**config.mk**
```make
export PLATFORM = sky130hd
export DESIGN_NAME = quad_wiper_i2c_slave
export DESIGN_NICKNAME = d
export VERILOG_FILES = /design/src/verilog/wiper_pkg.sv /design/src/verilog/quad_wiper_i2c_slave.sv /design/src/verilog/wiper_regs.sv
export VERILOG_INCLUDE_DIRS = /design/src /design/src/verilog
export SDC_FILE = /design/constraint.sdc
export NUM_CORES = 1
export LEC_CHECK = 0
export BUFFER_PORTS_ARGS = -buffer_cell sky130_fd_sc_hd__buf_4
export CORE_UTILIZATION = 38
export CTS_BUF_LIST = sky130_fd_sc_hd__clkbuf_16
export CTS_CLUSTER_DIAMETER = 60
export DETAILED_ROUTE_END_ITERATION = 10
export PLACE_DENSITY = 0.62
export SLEW_MARGIN = 20
export SYNTH_ARGS = -nofsm -noshare
export SYNTH_HDL_FRONTEND = slang
export SYNTH_SLANG_ARGS = --single-unit
```
**constraint.sdc**
```tcl
create_clock -name clock -period 3.9 [get_ports clock]
set_input_delay 0.39 -clock clock [delete_from_list [all_inputs] [get_ports clock]]
set_output_delay 0.39 -clock clock [all_outputs]
set_load 0.02 [all_outputs]
```
**src/verilog/wiper_defs.svh**
```systemverilog
// constants for the quad wiper two-wire slave
`ifndef WIPER_DEFS_SVH
`define WIPER_DEFS_SVH
`define WIPER_RESET_VALUE 8'h80
`define WIPER_COUNT 4
`define WIPER_ADDR_0 8'h00
`define WIPER_ADDR_1 8'h01
`define WIPER_ADDR_2 8'h02
`define WIPER_ADDR_3 8'h03
`define WIPER_ADDR_LAST 2'h3
`define DEV_PREFIX_MSB 7
`define DEV_PREFIX_LSB 3
`define STRAP_MSB 2
`define STRAP_LSB 1
`define RW_BIT 0
`define CLK_PERIOD_NS 50
`define WIPER_RESPONSE_NS 1000
`define WIPER_RESPONSE_CYC (`WIPER_RESPONSE_NS / `CLK_PERIOD_NS)
`endif

```
**src/verilog/wiper_pkg.sv**
```systemverilog
// types for the quad wiper two-wire slave
package wiper_pkg;
    typedef enum logic [2:0] {
        ST_IDLE,
        ST_RX,
        ST_ACK,
        ST_TX,
        ST_MACK,
        ST_IGNORE
    } slave_state_e;
    typedef enum logic [1:0] {
        BY_ID,
        BY_ADDR,
        BY_DATA
    } byte_kind_e;
    typedef logic [7:0] byte_t;
endpackage : wiper_pkg

```
**src/verilog/quad_wiper_i2c_slave.sv**
```systemverilog
// two-wire slave giving access to four wiper position registers
`timescale 1ns/1ns
`include "wiper_defs.svh"
// What this block does
// - four independent 8-bit wiper registers, each alone sets one tap.
// - code 00h is nearest low terminal, FFh nearest high terminal.
// - all four wiper registers load 80h at reset.
// - address bytes 00h to 03h select wiper 0 to 3.
// - bytes travel most significant bit first both ways.
// - data line stays undriven after reset until a transfer needs it.
// - ignore traffic until a start; start during reset is ignored.
// - stop condition returns the slave to idle.
// - transmitter releases after eight bits; receiver pulls low on ninth.
// - acknowledge valid id byte, address byte and write data byte.
// - id valid when prefix and strap bits match; last bit is direction.
// - write is id, address, one data byte, stop, all acknowledged.
// - keep sending data while master acknowledges each byte.
// - read pointer starts at address, advances per byte, wraps 3 to 0.
// - wiper updates within 1 us of last data bit clock fall.
module quad_wiper_i2c_slave
    import wiper_pkg::*;
(
    input wire logic clock,
    input wire logic rst_n,
    input wire logic scl_in,
    input wire logic sda_in,
    output logic sda_out,
    output logic sda_oe,
    input wire logic addr_strap_low,
    input wire logic addr_strap_high,
    output byte_t digital_pot_0,
    output byte_t digital_pot_1,
    output byte_t digital_pot_2,
    output byte_t digital_pot_3
);
    // device-type prefix; value is arbitrary
    localparam logic [4:0] DEV_PREFIX = 5'h0b;

    typedef struct packed {
        logic [1:0] scl_s;
        logic [1:0] sda_s;
        logic [1:0] st_s;
        logic scl_p;
        logic sda_p;
        slave_state_e state;
        byte_kind_e kind;
        logic [2:0] bitn;
        byte_t shift;
        logic ack_drive;
        logic reading;
        logic [1:0] ptr;
        logic wr_pend;
        logic [1:0] wr_sel;
        byte_t wr_data;
        logic oe;
    } slave_s;

    slave_s s_q;
    slave_s s_d;
    logic scl_rise;
    logic scl_fall;
    logic start_seen;
    logic stop_seen;
    logic [1:0] strap;
    byte_t rd_data;

    function automatic logic id_match(input byte_t b, input logic [1:0] sp);
        id_match = (b[`DEV_PREFIX_MSB:`DEV_PREFIX_LSB] == DEV_PREFIX) &&
            (b[`STRAP_MSB:`STRAP_LSB] == sp);
    endfunction : id_match

    assign scl_rise = s_q.scl_s[1] && !s_q.scl_p;
    assign scl_fall = !s_q.scl_s[1] && s_q.scl_p;
    // edges of data while clock high frame a transfer
    assign start_seen = s_q.scl_s[1] && s_q.scl_p && s_q.sda_p &&
        !s_q.sda_s[1];
    assign stop_seen = s_q.scl_s[1] && s_q.scl_p && !s_q.sda_p &&
        s_q.sda_s[1];

    ////////////////////////////////////////////////////////////////////////
    always_comb begin
        s_d = s_q;
        s_d.wr_pend = 1'b0;
        s_d.scl_s = {s_q.scl_s[0], scl_in};
        s_d.sda_s = {s_q.sda_s[0], sda_in};
        s_d.st_s = {s_q.st_s[0], addr_strap_high};
        s_d.st_s[0] = addr_strap_high;
        s_d.scl_p = s_q.scl_s[1];
        s_d.sda_p = s_q.sda_s[1];
        if (start_seen) begin
            // repeated start keeps the pointer for reads
            s_d.state = ST_RX;
            s_d.kind = BY_ID;
            s_d.bitn = 3'h0;
            s_d.oe = 1'b0;
        end else if (stop_seen) begin
            s_d.state = ST_IDLE;
            s_d.oe = 1'b0;
        end else begin
            case (s_q.state)
                ST_IDLE, ST_IGNORE: begin
                    s_d.oe = 1'b0;
                end
                ST_RX: begin
                    if (scl_rise) begin
                        s_d.shift = {s_q.shift[6:0], s_q.sda_s[1]};
                        s_d.bitn = s_q.bitn + 3'h1;
                        if (s_q.bitn == 3'h7) begin
                            s_d.state = ST_ACK;
                            s_d.ack_drive = 1'b0;
                        end
                    end
                end
                ST_ACK: begin
                    if (scl_fall && !s_q.ack_drive) begin
                        s_d.ack_drive = 1'b1;
                        case (s_q.kind)
                            BY_ID: begin
                                if (id_match(s_q.shift, strap)) begin
                                    s_d.oe = 1'b1;
                                    s_d.reading = s_q.shift[`RW_BIT];
                                end else begin
                                    s_d.state = ST_IGNORE;
                                end
                            end
                            BY_ADDR: begin
                                s_d.oe = 1'b1;
                                s_d.ptr = s_q.shift[1:0];
                            end
                            default: begin
                                s_d.oe = 1'b1;
                                s_d.wr_pend = 1'b1;
                                s_d.wr_sel = s_q.ptr;
                                s_d.wr_data = s_q.shift;
                            end
                        endcase
                    end else if (scl_fall && s_q.ack_drive) begin
                        s_d.oe = 1'b0;
                        s_d.bitn = 3'h0;
                        if (s_q.kind == BY_ID && s_q.reading) begin
                            s_d.state = ST_TX;
                            s_d.shift = rd_data;
                            s_d.oe = !rd_data[7];
                            s_d.ptr = s_q.ptr + 2'h1;
                        end else if (s_q.kind == BY_ID) begin
                            s_d.state = ST_RX;
                            s_d.kind = BY_ADDR;
                        end else if (s_q.kind == BY_ADDR) begin
                            s_d.state = ST_RX;
                            s_d.kind = BY_DATA;
                        end else begin
                            s_d.state = ST_IGNORE;
                        end
                    end
                end
                ST_TX: begin
                    if (scl_fall) begin
                        s_d.bitn = s_q.bitn + 3'h1;
                        s_d.shift = {s_q.shift[6:0], 1'b0};
                        if (s_q.bitn == 3'h7) begin
                            s_d.oe = 1'b0;
                            s_d.state = ST_MACK;
                        end else begin
                            s_d.oe = !s_q.shift[6];
                        end
                    end
                end
                ST_MACK: begin
                    if (scl_rise) begin
                        if (s_q.sda_s[1]) begin
                            s_d.state = ST_IGNORE;
                        end else begin
                            s_d.ack_drive = 1'b1;
                        end
                    end else if (scl_fall && s_q.ack_drive) begin
                        s_d.ack_drive = 1'b0;
                        s_d.state = ST_TX;
                        s_d.bitn = 3'h0;
                        s_d.shift = rd_data;
                        s_d.oe = !rd_data[7];
                        s_d.ptr = s_q.ptr + 2'h1;
                    end
                end
                default: begin
                    s_d.state = ST_IDLE;
                end
            endcase
        end
        if (s_q.state == ST_MACK && scl_rise) begin
            s_d.ack_drive = !s_q.sda_s[1];
        end
    end

    always_ff @(posedge clock or negedge rst_n) begin
        if (!rst_n) begin
            s_q <= '{scl_s: 2'h3, sda_s: 2'h3, st_s: 2'h0, scl_p: 1'b1,
                sda_p: 1'b1, state: ST_IDLE, kind: BY_ID, bitn: 3'h0,
                shift: 8'h00, ack_drive: 1'b0, reading: 1'b0, ptr: 2'h0,
                wr_pend: 1'b0, wr_sel: 2'h0, wr_data: 8'h00, oe: 1'b0};
        end else begin
            s_q <= s_d;
        end
    end

    ////////////////////////////////////////////////////////////////////////
    logic [1:0] strap_lo_s;
    always_ff @(posedge clock or negedge rst_n) begin
        if (!rst_n) begin
            strap_lo_s <= 2'h0;
        end else begin
            strap_lo_s <= {strap_lo_s[0], addr_strap_low};
        end
    end
    // strap order matches id byte bits 2 and 1
    assign strap = {s_q.st_s[1], strap_lo_s[1]};

    // open drain: only ever pulls low
    assign sda_out = 1'b0;
    assign sda_oe = s_q.oe;

    wiper_regs u_regs (
        .clock(clock),
        .rst_n(rst_n),
        .wr_en(s_q.wr_pend),
        .wr_sel(s_q.wr_sel),
        .wr_data(s_q.wr_data),
        .rd_sel(s_q.ptr),
        .rd_data(rd_data),
        .pos_0(digital_pot_0),
        .pos_1(digital_pot_1),
        .pos_2(digital_pot_2),
        .pos_3(digital_pot_3)
    );
endmodule : quad_wiper_i2c_slave

```
**src/verilog/wiper_regs.sv**
```systemverilog
// four wiper position registers with registered read port
`timescale 1ns/1ns
`include "wiper_defs.svh"
module wiper_regs
    import wiper_pkg::*;
(
    input wire logic clock,
    input wire logic rst_n,
    input wire logic wr_en,
    input wire logic [1:0] wr_sel,
    input wire byte_t wr_data,
    input wire logic [1:0] rd_sel,
    output byte_t rd_data,
    output byte_t pos_0,
    output byte_t pos_1,
    output byte_t pos_2,
    output byte_t pos_3
);
    typedef struct packed {
        byte_t [3:0] pos;
        byte_t rd;
    } regs_s;
    regs_s s_q;
    regs_s s_d;

    always_comb begin
        s_d = s_q;
        if (wr_en) begin
            s_d.pos[wr_sel] = wr_data;
        end
        s_d.rd = s_q.pos[rd_sel];
    end

    always_ff @(posedge clock or negedge rst_n) begin
        if (!rst_n) begin
            s_q <= {5{`WIPER_RESET_VALUE}};
        end else begin
            s_q <= s_d;
        end
    end

    assign rd_data = s_q.rd;
    assign pos_0 = s_q.pos[0];
    assign pos_1 = s_q.pos[1];
    assign pos_2 = s_q.pos[2];
    assign pos_3 = s_q.pos[3];
endmodule : wiper_regs

```
== Word-level counts from Yosys, hierarchy flattened ==
Cells that the tools add are included.

* Flip-flop bits (word level): 82
* Input bits: 6
* Output and inout bits: 34
* Logic and storage cells: 190

* Add/sub/neg operators: 2
* $lt $le $gt $ge: 3
* Equal/unequal tests: 48
* Multiplexer cells: 71
* Bitwise operators: 3
* Reduce and logical (&&, ||, !) cells: 41

{| class="wikitable"
|+ Operator list
! cell !! count
|-
| $mux 11 || 5
|-
| $pmux 11 s4 || 1
|-
| $mux 3 || 13
|-
| $ne 3x3->1 const B || 13
|-
| $mux 5 || 7
|-
| $bwmux 32 || 1
|-
| $mux 8 || 4
|-
| $mux 28 || 1
|-
| $ne 5x5->1 const B || 5
|-
| $mux 12 || 2
|-
| $ne 4x4->1 const B || 6
|-
| $reduce_and 8->1 || 3
|-
| $mux 2 || 10
|-
| $ne 2x2->1 const B || 10
|-
| $reduce_and 10->1 || 2
|-
| $mux 1 || 18
|-
| $reduce_and 6->1 || 3
|-
| $bmux 8 s2 || 1
|-
| $demux 8 s2 || 1
|-
| $mux 16 || 1
|-
| $mux 15 || 1
|-
| $pmux 3 s5 || 1
|-
| $logic_and 1x1->1 || 13
|-
| $mux 13 || 1
|-
| other kinds (27) || 45
|}

== Logic depth before layout (Yosys ltp) ==
Gate-level depths: netlist (run 1).

* Depth after elaboration: 16
* Depth in mapped cells: 8
* Gate-level depth less buffers: 7

== By module ==
Synthesis (run 1) repeated with hierarchy kept, for this count alone.

* Cells, all modules: 288
* Area total of the unflattened synthesis: 3788.6 um^2

{| class="wikitable"
|+ By module, submodules not included
! module !! times used !! cells each !! area an instance (um^2) !! sequential area each (um^2)
|-
| quad_wiper_i2c_slave || 1 || 202 || 2180.8 || 1058.5
|-
| wiper_regs || 1 || 86 || 1607.8 || 1007.2
|}

== Least setup slack after synthesis (run 1) ==
OpenSTA, ideal clock, no wires.

* Path kind: reg2reg
* From: reg s_q (netlist bit s_d[33])
* To: reg s_q[22] (netlist bit)
* Setup time: 0.073 ns
* Arrival time: 2.017 ns
* Slack: 1.810 ns
* Cell stages (with the launch flop): 7
* Buffers on the path: 1
* Cell sequence: dfstp_2 > or3b_1 > a211o_1 > a2111oi_4 > buf_6 > nor2_1 > a21oi_2

* Word-level cells in the longest chain between the ends: 5

{| class="wikitable"
|+ RTL lines
! item !! RTL line !! text
|-
| start, declared || quad_wiper_i2c_slave.sv:58 || <nowiki>slave_s s_q;</nowiki>
|-
| start signal, assigned || quad_wiper_i2c_slave.sv:196 || <nowiki>s_q <= '{scl_s: 2'h3, sda_s: 2'h3, st_s: 2'h0, scl_p: 1'b1,</nowiki>
|-
| $logic_not 1->1 / $logic_and 1x1->1 (equally long branches) || quad_wiper_i2c_slave.sv:73, quad_wiper_i2c_slave.sv:75, quad_wiper_i2c_slave.sv:77 ||
|-
| $logic_and 1x1->1, on equally long branches || quad_wiper_i2c_slave.sv:73, quad_wiper_i2c_slave.sv:75, quad_wiper_i2c_slave.sv:77 ||
|-
| $logic_and 1x1->1, on equally long branches || -- ||
|-
| $ne 2x2->1 (no line) / $not 1->1 (equally long branches) || -- ||
|-
| $reduce_and 10->1 (no line) (*) || -- ||
|}

Mark *: on every way between the ends. The rest lies on a longest branch, timed or not.
A chain may end at the register's enable or synchronous reset.

== Worst setup path in the final report (run 1) ==
Same ends and word-level chain as after synthesis.

==> summary.txt, run 1 <==
Outcome
  • Outcome: finished, final reports clean

Yosys
  • Post-synth EDFFs: 0
  • Asr flop ratio synth: 1.00
  • Register area share after synthesis: 0.551
  • Top_reg_cell synth: dfrtp_1
  • Average size of a mapped cell: 12.8 um2
  • Post-Synthesis Cell Area: 0.00375 mm2
  • Cells after Synth: 293
  • Yosys warns: 0
  • Yosys reg bits: 82
  • Post-Syn Nets: roughly 300
  • Yosys cell types: 55

Worst setup path
  • Highest-delay cell along the critical path: a2111oi_4
  • Reg2Reg Depth: 5
  • Worst setup path class: flop to flop
  • Crit end category: flop
  • Reg2reg end: s_q[22]
  • Reg-to-reg critical path startpoint: s_d[33]
  • Worst-path cell chain: or3b_1, a211o_1, a2111oi_4, nor2_1, a21oi_2
  • Reg2reg setup slack: 1.39 ns
  • Critical Path Start Type: flop
  • Arr. time, crit path: 2.76 ns
  • WP data required: 4.16 ns
  • CP max FO: 16
  • Crit-path max cell delay: roughly 0.83 ns

Routing
  • Via Count: 2,466
  • Routed WL per cell: 17.1 um
  • Router iterations before antenna repair: 4
  • Via density per instance: 5.36
  • DRC: 0
  • Routed wire length: 7870 um
  • Final ANT Viol Nets: 0
  • Initial drt markers: between 150 and 200

Clocking
  • Hold_buf cts: 0
  • CTS tree: built
  • Clk_lat worst skew: 0.33 ns
  • CTS Root Cell: clkbuf_16
  • H-tree levels: 3
  • Post-CTS setup buffers: 0
  • CTS sink cnt: 82
  • Post-cts sizing count: 0
  • Clock transition at path regs: 0.06 ns
  • Cts bufs inserted: 9
  • Clock Tree Buf Depth: 2

Final layout
  • Fill cell count: 856
  • Register Area: 0.00207 mm2
  • Area Overhead vs Synth: 18.0%
  • Nets: around 330
  • Fraction of layout instances using a drive strength above 1: 0.372
  • Multi-input gate area: 0.00159 mm2
  • Final cell count without fillers: 460
  • Antenna cell count: 0

Floorplanning
  • I/O pins: 40
  • Initial core utilization: 0.398
  • Chip Height: between 100 and 150 um
  • Die W: 101 um
  • Die area: 0.0103 mm2
  • Site row count: 35
  • CORE AREA: 0.00942 mm2

Timing
  • TNS Setup: 0 ns
  • Tcrit/Tclk final: 0.643
  • Final-report max-slew violation count: 0
  • Slew margin rel.: 0.437
  • Slew @ Worst Pin: between 0.8 and 0.9 ns
  • Worst hold margin: about 0.088 ns
  • Final worst setup slack: 1.39 ns
  • Tmin final: 2.51 ns
  • Fmax: 0.399 GHz
  • RSZ-0062 raised after global routing: no
  • Layout Skew: 0.00581 ns
  • Final Hold Viols: 0
  • Final setup violation count: 0

Global routing
  • First-pass GRT wire length: 12,800 um
  • Gr usage total: 0.166
  • Pin count of the biggest net entering global routing: 83
  • Grt ovf: 0
  • Vias in the first global route: 2,440
  • Initial antenna violation count: 0

Power
  • Switching power: roughly 0.0008 W
  • Internal: 0.00169 W
  • Lkg Pwr: 2.03 nW
  • Sw Ratio: 0.327
  • VDD IR max: ~0.25 mV
  • Clk pwr share: 0.334
  • Logic pwr share: 0.210
  • Reg power frac: 0.456
  • Pwr dens: approximately 570 mW/mm2

Placement
  • Pre-CTS setup slack: roughly 1.4 ns
  • GPL Wtd Cong: 0.875
  • Detailed placer's ending HPWL: around 5200 um
  • Number of port buffers: 38
  • Placed cells: 444

Min path
  • Hold crit path type: input port to async pin

Run
  • Max cap viols: 0
-- worst max-delay path: cells and delay by family, from the launching register on --
family             cells  cell delay [ns]
AOI/OAI and AO/OA      3             1.32
DFF                    1             0.64
and+or+nand+nor        2             0.47
-- cells in the final DEF, fill, tap and decap left out, drive strengths merged, types with 2 or more instances in the layout --
cell type | Yosys | layout
mux2i | 11 | 11
or4 | 2 | 2
nand2b | 9 | 9
o31ai | 2 | 2
a21oi | 16 | 16
nand2 | 10 | 10
nand3b | 4 | 4
nor2 | 16 | 16
o21ai | 11 | 11
xor2 | 3 | 3
nor2b | 3 | 3
o32ai | 2 | 2
nor3 | 4 | 4
ha | 2 | 2
nor3b | 6 | 6
dfstp | 11 | 11
clkinv | 0 | 2
nor4 | 2 | 2
clkbuf | 7 | 9
buf | 9 | 38
a211oi | 2 | 2
mux4 | 8 | 8
nand4 | 2 | 2
dfrtp | 71 | 71
inv | 4 | 7
or3b | 2 | 2
mux2 | 43 | 43
nand3 | 10 | 10
and2 | 2 | 2
-- cells by family (layout without fill, tap and decap cells) --
group	Yosys count	after routing	share of synthesized area
simple gates	76	76	0.115
fa+ha+maj	2	2	0.00667
buf+inv	20	58	0.0247
compound gates	47	47	0.0875
other cells	1	1	0.00100
xor+xnor	3	3	0.00701
flops	82	82	0.551
mux	62	62	0.207
-- layer usage --
layer	GRT usage	part of all wire
met1	0.224	0.47
met2	0.264	0.49
met3	0.0400	0.039
met4	0.0569	0.0071
met5	0	0
-- per-stage QoR --
| step | utilization | total power (W) | area [um2] |
|---|---|---|---|
| 2_1_floorplan | - | 0.00154 | 3750 |
| 3_3_place_gp | 0.437 | 0.00167 | 4120 |
| 3_5_place_dp | 0.437 | 0.00168 | 4120 |
| 4_1_cts | 0.469 | 0.00253 | 4410 |
| 5_1_grt | 0.470 | 0.00266 | 4420 |
| 6_report | 0.470 | 0.00251 | 4420 |
-- area by class of cell --
cell class / count / share of cell area
flip-flops and latches: 82 / 0.467
multi-input cells: 191 / 0.360
repair buffers: 38 / 0.0654
clock buffers: 9 / 0.0509
well taps: 129 / 0.0365
clock inverters: 7 / 0.0161
inverters: 4 / 0.00340
-- worst max path at each step --
stage	end	cells past startpoint	start	slack, ns
2_1_floorplan	s_q[22]	6	s_d[33]	1.81
3_3_place_gp	s_q[20]	4	s_d[33]	1.45
3_5_place_dp	s_q[22]	5	s_d[33]	1.38
4_1_cts	s_q[21]	5	s_d[33]	1.37
5_1_grt	s_q[16]	5	s_d[33]	1.16
6_report	s_q[22]	5	s_d[33]	1.39
-- synth_stat cells (2+ instances only) --
cell	number	area (um2)
mux2i_1	11	110
nor3b_2	2	25.0
mux2_2	43	484
and2_1	2	12.5
a21oi_2	2	17.5
buf_1	2	7.51
nand3b_1	4	30.0
buf_2	5	25.0
nand2b_1	9	56.3
nor3b_1	4	30.0
nor2b_1	3	18.8
or4_1	2	15.0
nand3_1	10	50.1
nor3_1	3	15.0
a211oi_1	2	15.0
nand4_1	2	12.5
xor2_1	3	26.3
ha_1	2	25.0
o32ai_1	2	17.5
o21ai_0	10	50.1
nor4_1	2	12.5
o31ai_1	2	15.0
clkbuf_1	7	26.3
nand2_1	10	37.5
mux4_2	8	180
dfstp_2	11	289
nor2_1	16	60.1
a21oi_1	14	70.1
inv_1	4	15.0
dfrtp_1	71	1780
-- power groups by stage --
stage / clock [W] / combinational [W] / sequential [W]
2_1_floorplan: 0 / 0.000501 / 0.00104
3_3_place_gp: 0 / 0.000513 / 0.00115
3_5_place_dp: 0 / 0.000524 / 0.00116
4_1_cts: 0.000858 / 0.000528 / 0.00115
5_1_grt: 0.000896 / 0.000595 / 0.00117
6_report: 0.000838 / 0.000528 / 0.00114
-- flip-flops by register name, summed over array words and instances, names as in the netlist --
signal / cells
s_q: 34
u_regs.rd_data: 8
u_regs.pos_3: 8
u_regs.pos_1: 8
u_regs.pos_0: 8
sda_oe: 1
u_regs.pos_2: 8
s_d: 5
strap_lo_s: 2
Power figures use the tool's default switching activity.
==> run 2: changes to the inputs <==
clock period = 2.5 ns   (was 3.9 ns; I/O delays follow)
==> run 2 against run 1 <==
  * Sequential share of layout area down 0.82 points
  * Final cell count up 2.6%
  * Worst hold slack worse by 0.071 ns
  * Total power up 56%
  * Fmax up 13%
  * Critical path depth up 1
  * Via count up 2.3%
  * Cell area up 1.8%
  * Clock-buffer cell count unchanged
  * Utilization up 0.84 points
  * Register-to-register slack worse by 1.1 ns
  * Largest cell class unchanged
  * Largest power group unchanged
==> summary.txt, run 2 (synthesis results as in run 1) <==
Outcome
  • Outcome: finished, final reports clean

Global routing
  • Grt ovf: 0
  • Gr usage total: 0.173
  • Initial antenna violation count: 0
  • Pin count of the biggest net entering global routing: 83
  • Vias in the first global route: between 2,000 and 3,000
  • First-pass GRT wire length: 13,200 um

Final layout
  • Largest register FFs: 34
  • Area Overhead vs Synth: 20.1%
  • Commonest non-fill, non-tap cells in the layout: dfrtp_1, buf_4, mux2_2, nor2_1, a21oi_1
  • Commonest non-fill, non-tap cell in the layout: dfrtp_1
  • Final core utilization: 0.478
  • Fraction of layout instances using a drive strength above 1: 0.391
  • Nets: approximately 350
  • Post-route cell area: 0.00450 mm2
  • Largest Register: s_q
  • Antenna cell count: 0

Power
  • Tot Pwr: just under 0.004 W
  • Pwr dens: between 800 and 900 mW/mm2
  • Lkg Pwr: 2.08 nW
  • VDD IR max: 0.361 mV

Clocking
  • Clk_lat worst skew: 0.34 ns
  • Cts bufs inserted: 9
  • CTS Root Cell: clkbuf_16
  • Post-CTS setup buffers: 0
  • Clock Tree Buf Depth: 2
  • H-tree levels: 3
  • CTS tree: built
  • Post-cts sizing count: 0
  • CTS sink cnt: a little over 80
  • Clock transition at path regs: around 0.060 ns

Routing
  • Via density per instance: around 5.3
  • Routed wire length: 8010 um
  • Via Count: about 2,500
  • Routed WL per cell: 17.0 um
  • Router iterations before antenna repair: 4
  • Final ANT Viol Nets: 0
  • DRC: 0
  • Initial drt markers: 80

Placement
  • Placed Area: between 0.004 and 0.005 mm2
  • GPL Wtd Cong: 0.909
  • Detailed placer's ending HPWL: 5490 um
  • Number of port buffers: 38

Timing
  • Final Hold Viols: 0
  • Layout Skew: 0.00804 ns
  • Tmin final: 2.22 ns
  • Fmax: 0.450 GHz
  • Final-report max-slew violation count: 0
  • Tcrit/Tclk final: 0.888
  • Slew margin rel.: 0.521
  • Worst hold margin: roughly 0.017 ns
  • RSZ-0062 raised after global routing: no
  • Final setup violation count: 0
  • TNS Setup: 0 ns
  • Slew @ Worst Pin: 0.718 ns

Worst setup path
  • Crit path from: s_d[33]
  • Worst setup path class: flop to flop
  • Arr. time, crit path: 2.48 ns
  • Critical Path Start Type: flop
  • Reg-to-reg critical path startpoint: s_d[33]
  • Reg2Reg Depth: 6
  • Reg2reg end: s_q[23]
  • WP data required: 2.76 ns
  • Crit end category: flop
  • Reg2reg setup slack: 0.28 ns
  • Crit path capture: s_q[23]
  • CP max FO: 16

Floorplanning
  • CORE AREA: 0.00942 mm2
  • I/O pins: 40
  • Chip Height: 101 um
  • Initial core utilization: 0.398
  • Site row count: 35
  • Die area: 0.0103 mm2
  • Die W: 101 um

Run
  • Max cap viols: 0

Min path
  • Hold crit path type: input port to flop
==> run 2: worst min path at each step <==
stage                         start      end  slack (ns)  depth (start not counted)
floorplan                     rst_n  s_d[35]       -0.05                          0
global placement              rst_n  s_q[29]        0.31                          2
detailed placement            rst_n  s_q[29]        0.31                          2
CTS                          scl_in  s_d[39]        0.01                          1
global route        addr_strap_high  s_d[35]       0.001                          1
finish              addr_strap_high  s_d[35]        0.02                          1
==> run 2: stage by stage <==
stage | std cells | setup slack [ns]
final | 472 | 0.280
after global routing | 472 | 0.146
after CTS | 472 | 0.271
after detailed placement | 455 | 0.294
after global placement | 455 | 0.342
after floorplan | 293 | 0.410
==> run 2: layer usage <==
| metal | up-vias | track usage | routed length, um |
|---|---|---|---|
| li1 | 1165 | - | - |
| met1 | 1291 | 0.228 | 3690 |
| met2 | 47 | 0.273 | 3840 |
| met3 | 19 | 0.0497 | 289 |
| met4 | 0 | 0.0669 | 188 |
| met5 | - | 0 | 0 |
==> run 2: critical path, stage by stage, from the launching register on <==
cell,delay [ns]
dfstp_2,0.64
or3b_1,0.36
a211o_1,0.36
a2111oi_4,0.35
buf_4,0.26
nor2_1,0.06
a21oi_1,0.12
==> run 2: timing repair <==
item                                   4_1_cts  5_1_grt
endpoints found under the hold margin       71        0
setup endpoints to repair                    0        0
hold buffers                                 1        0
==> run 2: area by class of cell <==
cell class	instances	area [um2]
Inverter	4	15.0
Sequential cell	82	2070
Clock buffer	9	225
Tap cell	129	161
Timing Repair Buffer	50	390
Fill cell	887	4910
Multi-Input combinational cell	191	1590
Clock inverter	7	52.6
==> run 2: report_power, final <==
group / internal [W] / total [W] / switching, W
sequential: 0.00148 / 0.00176 / 0.000277
combinational: 0.000438 / 0.000926 / 0.000488
clock: 0.000679 / 0.00123 / 0.000547
total: 0.00260 / 0.00391 / 0.00131
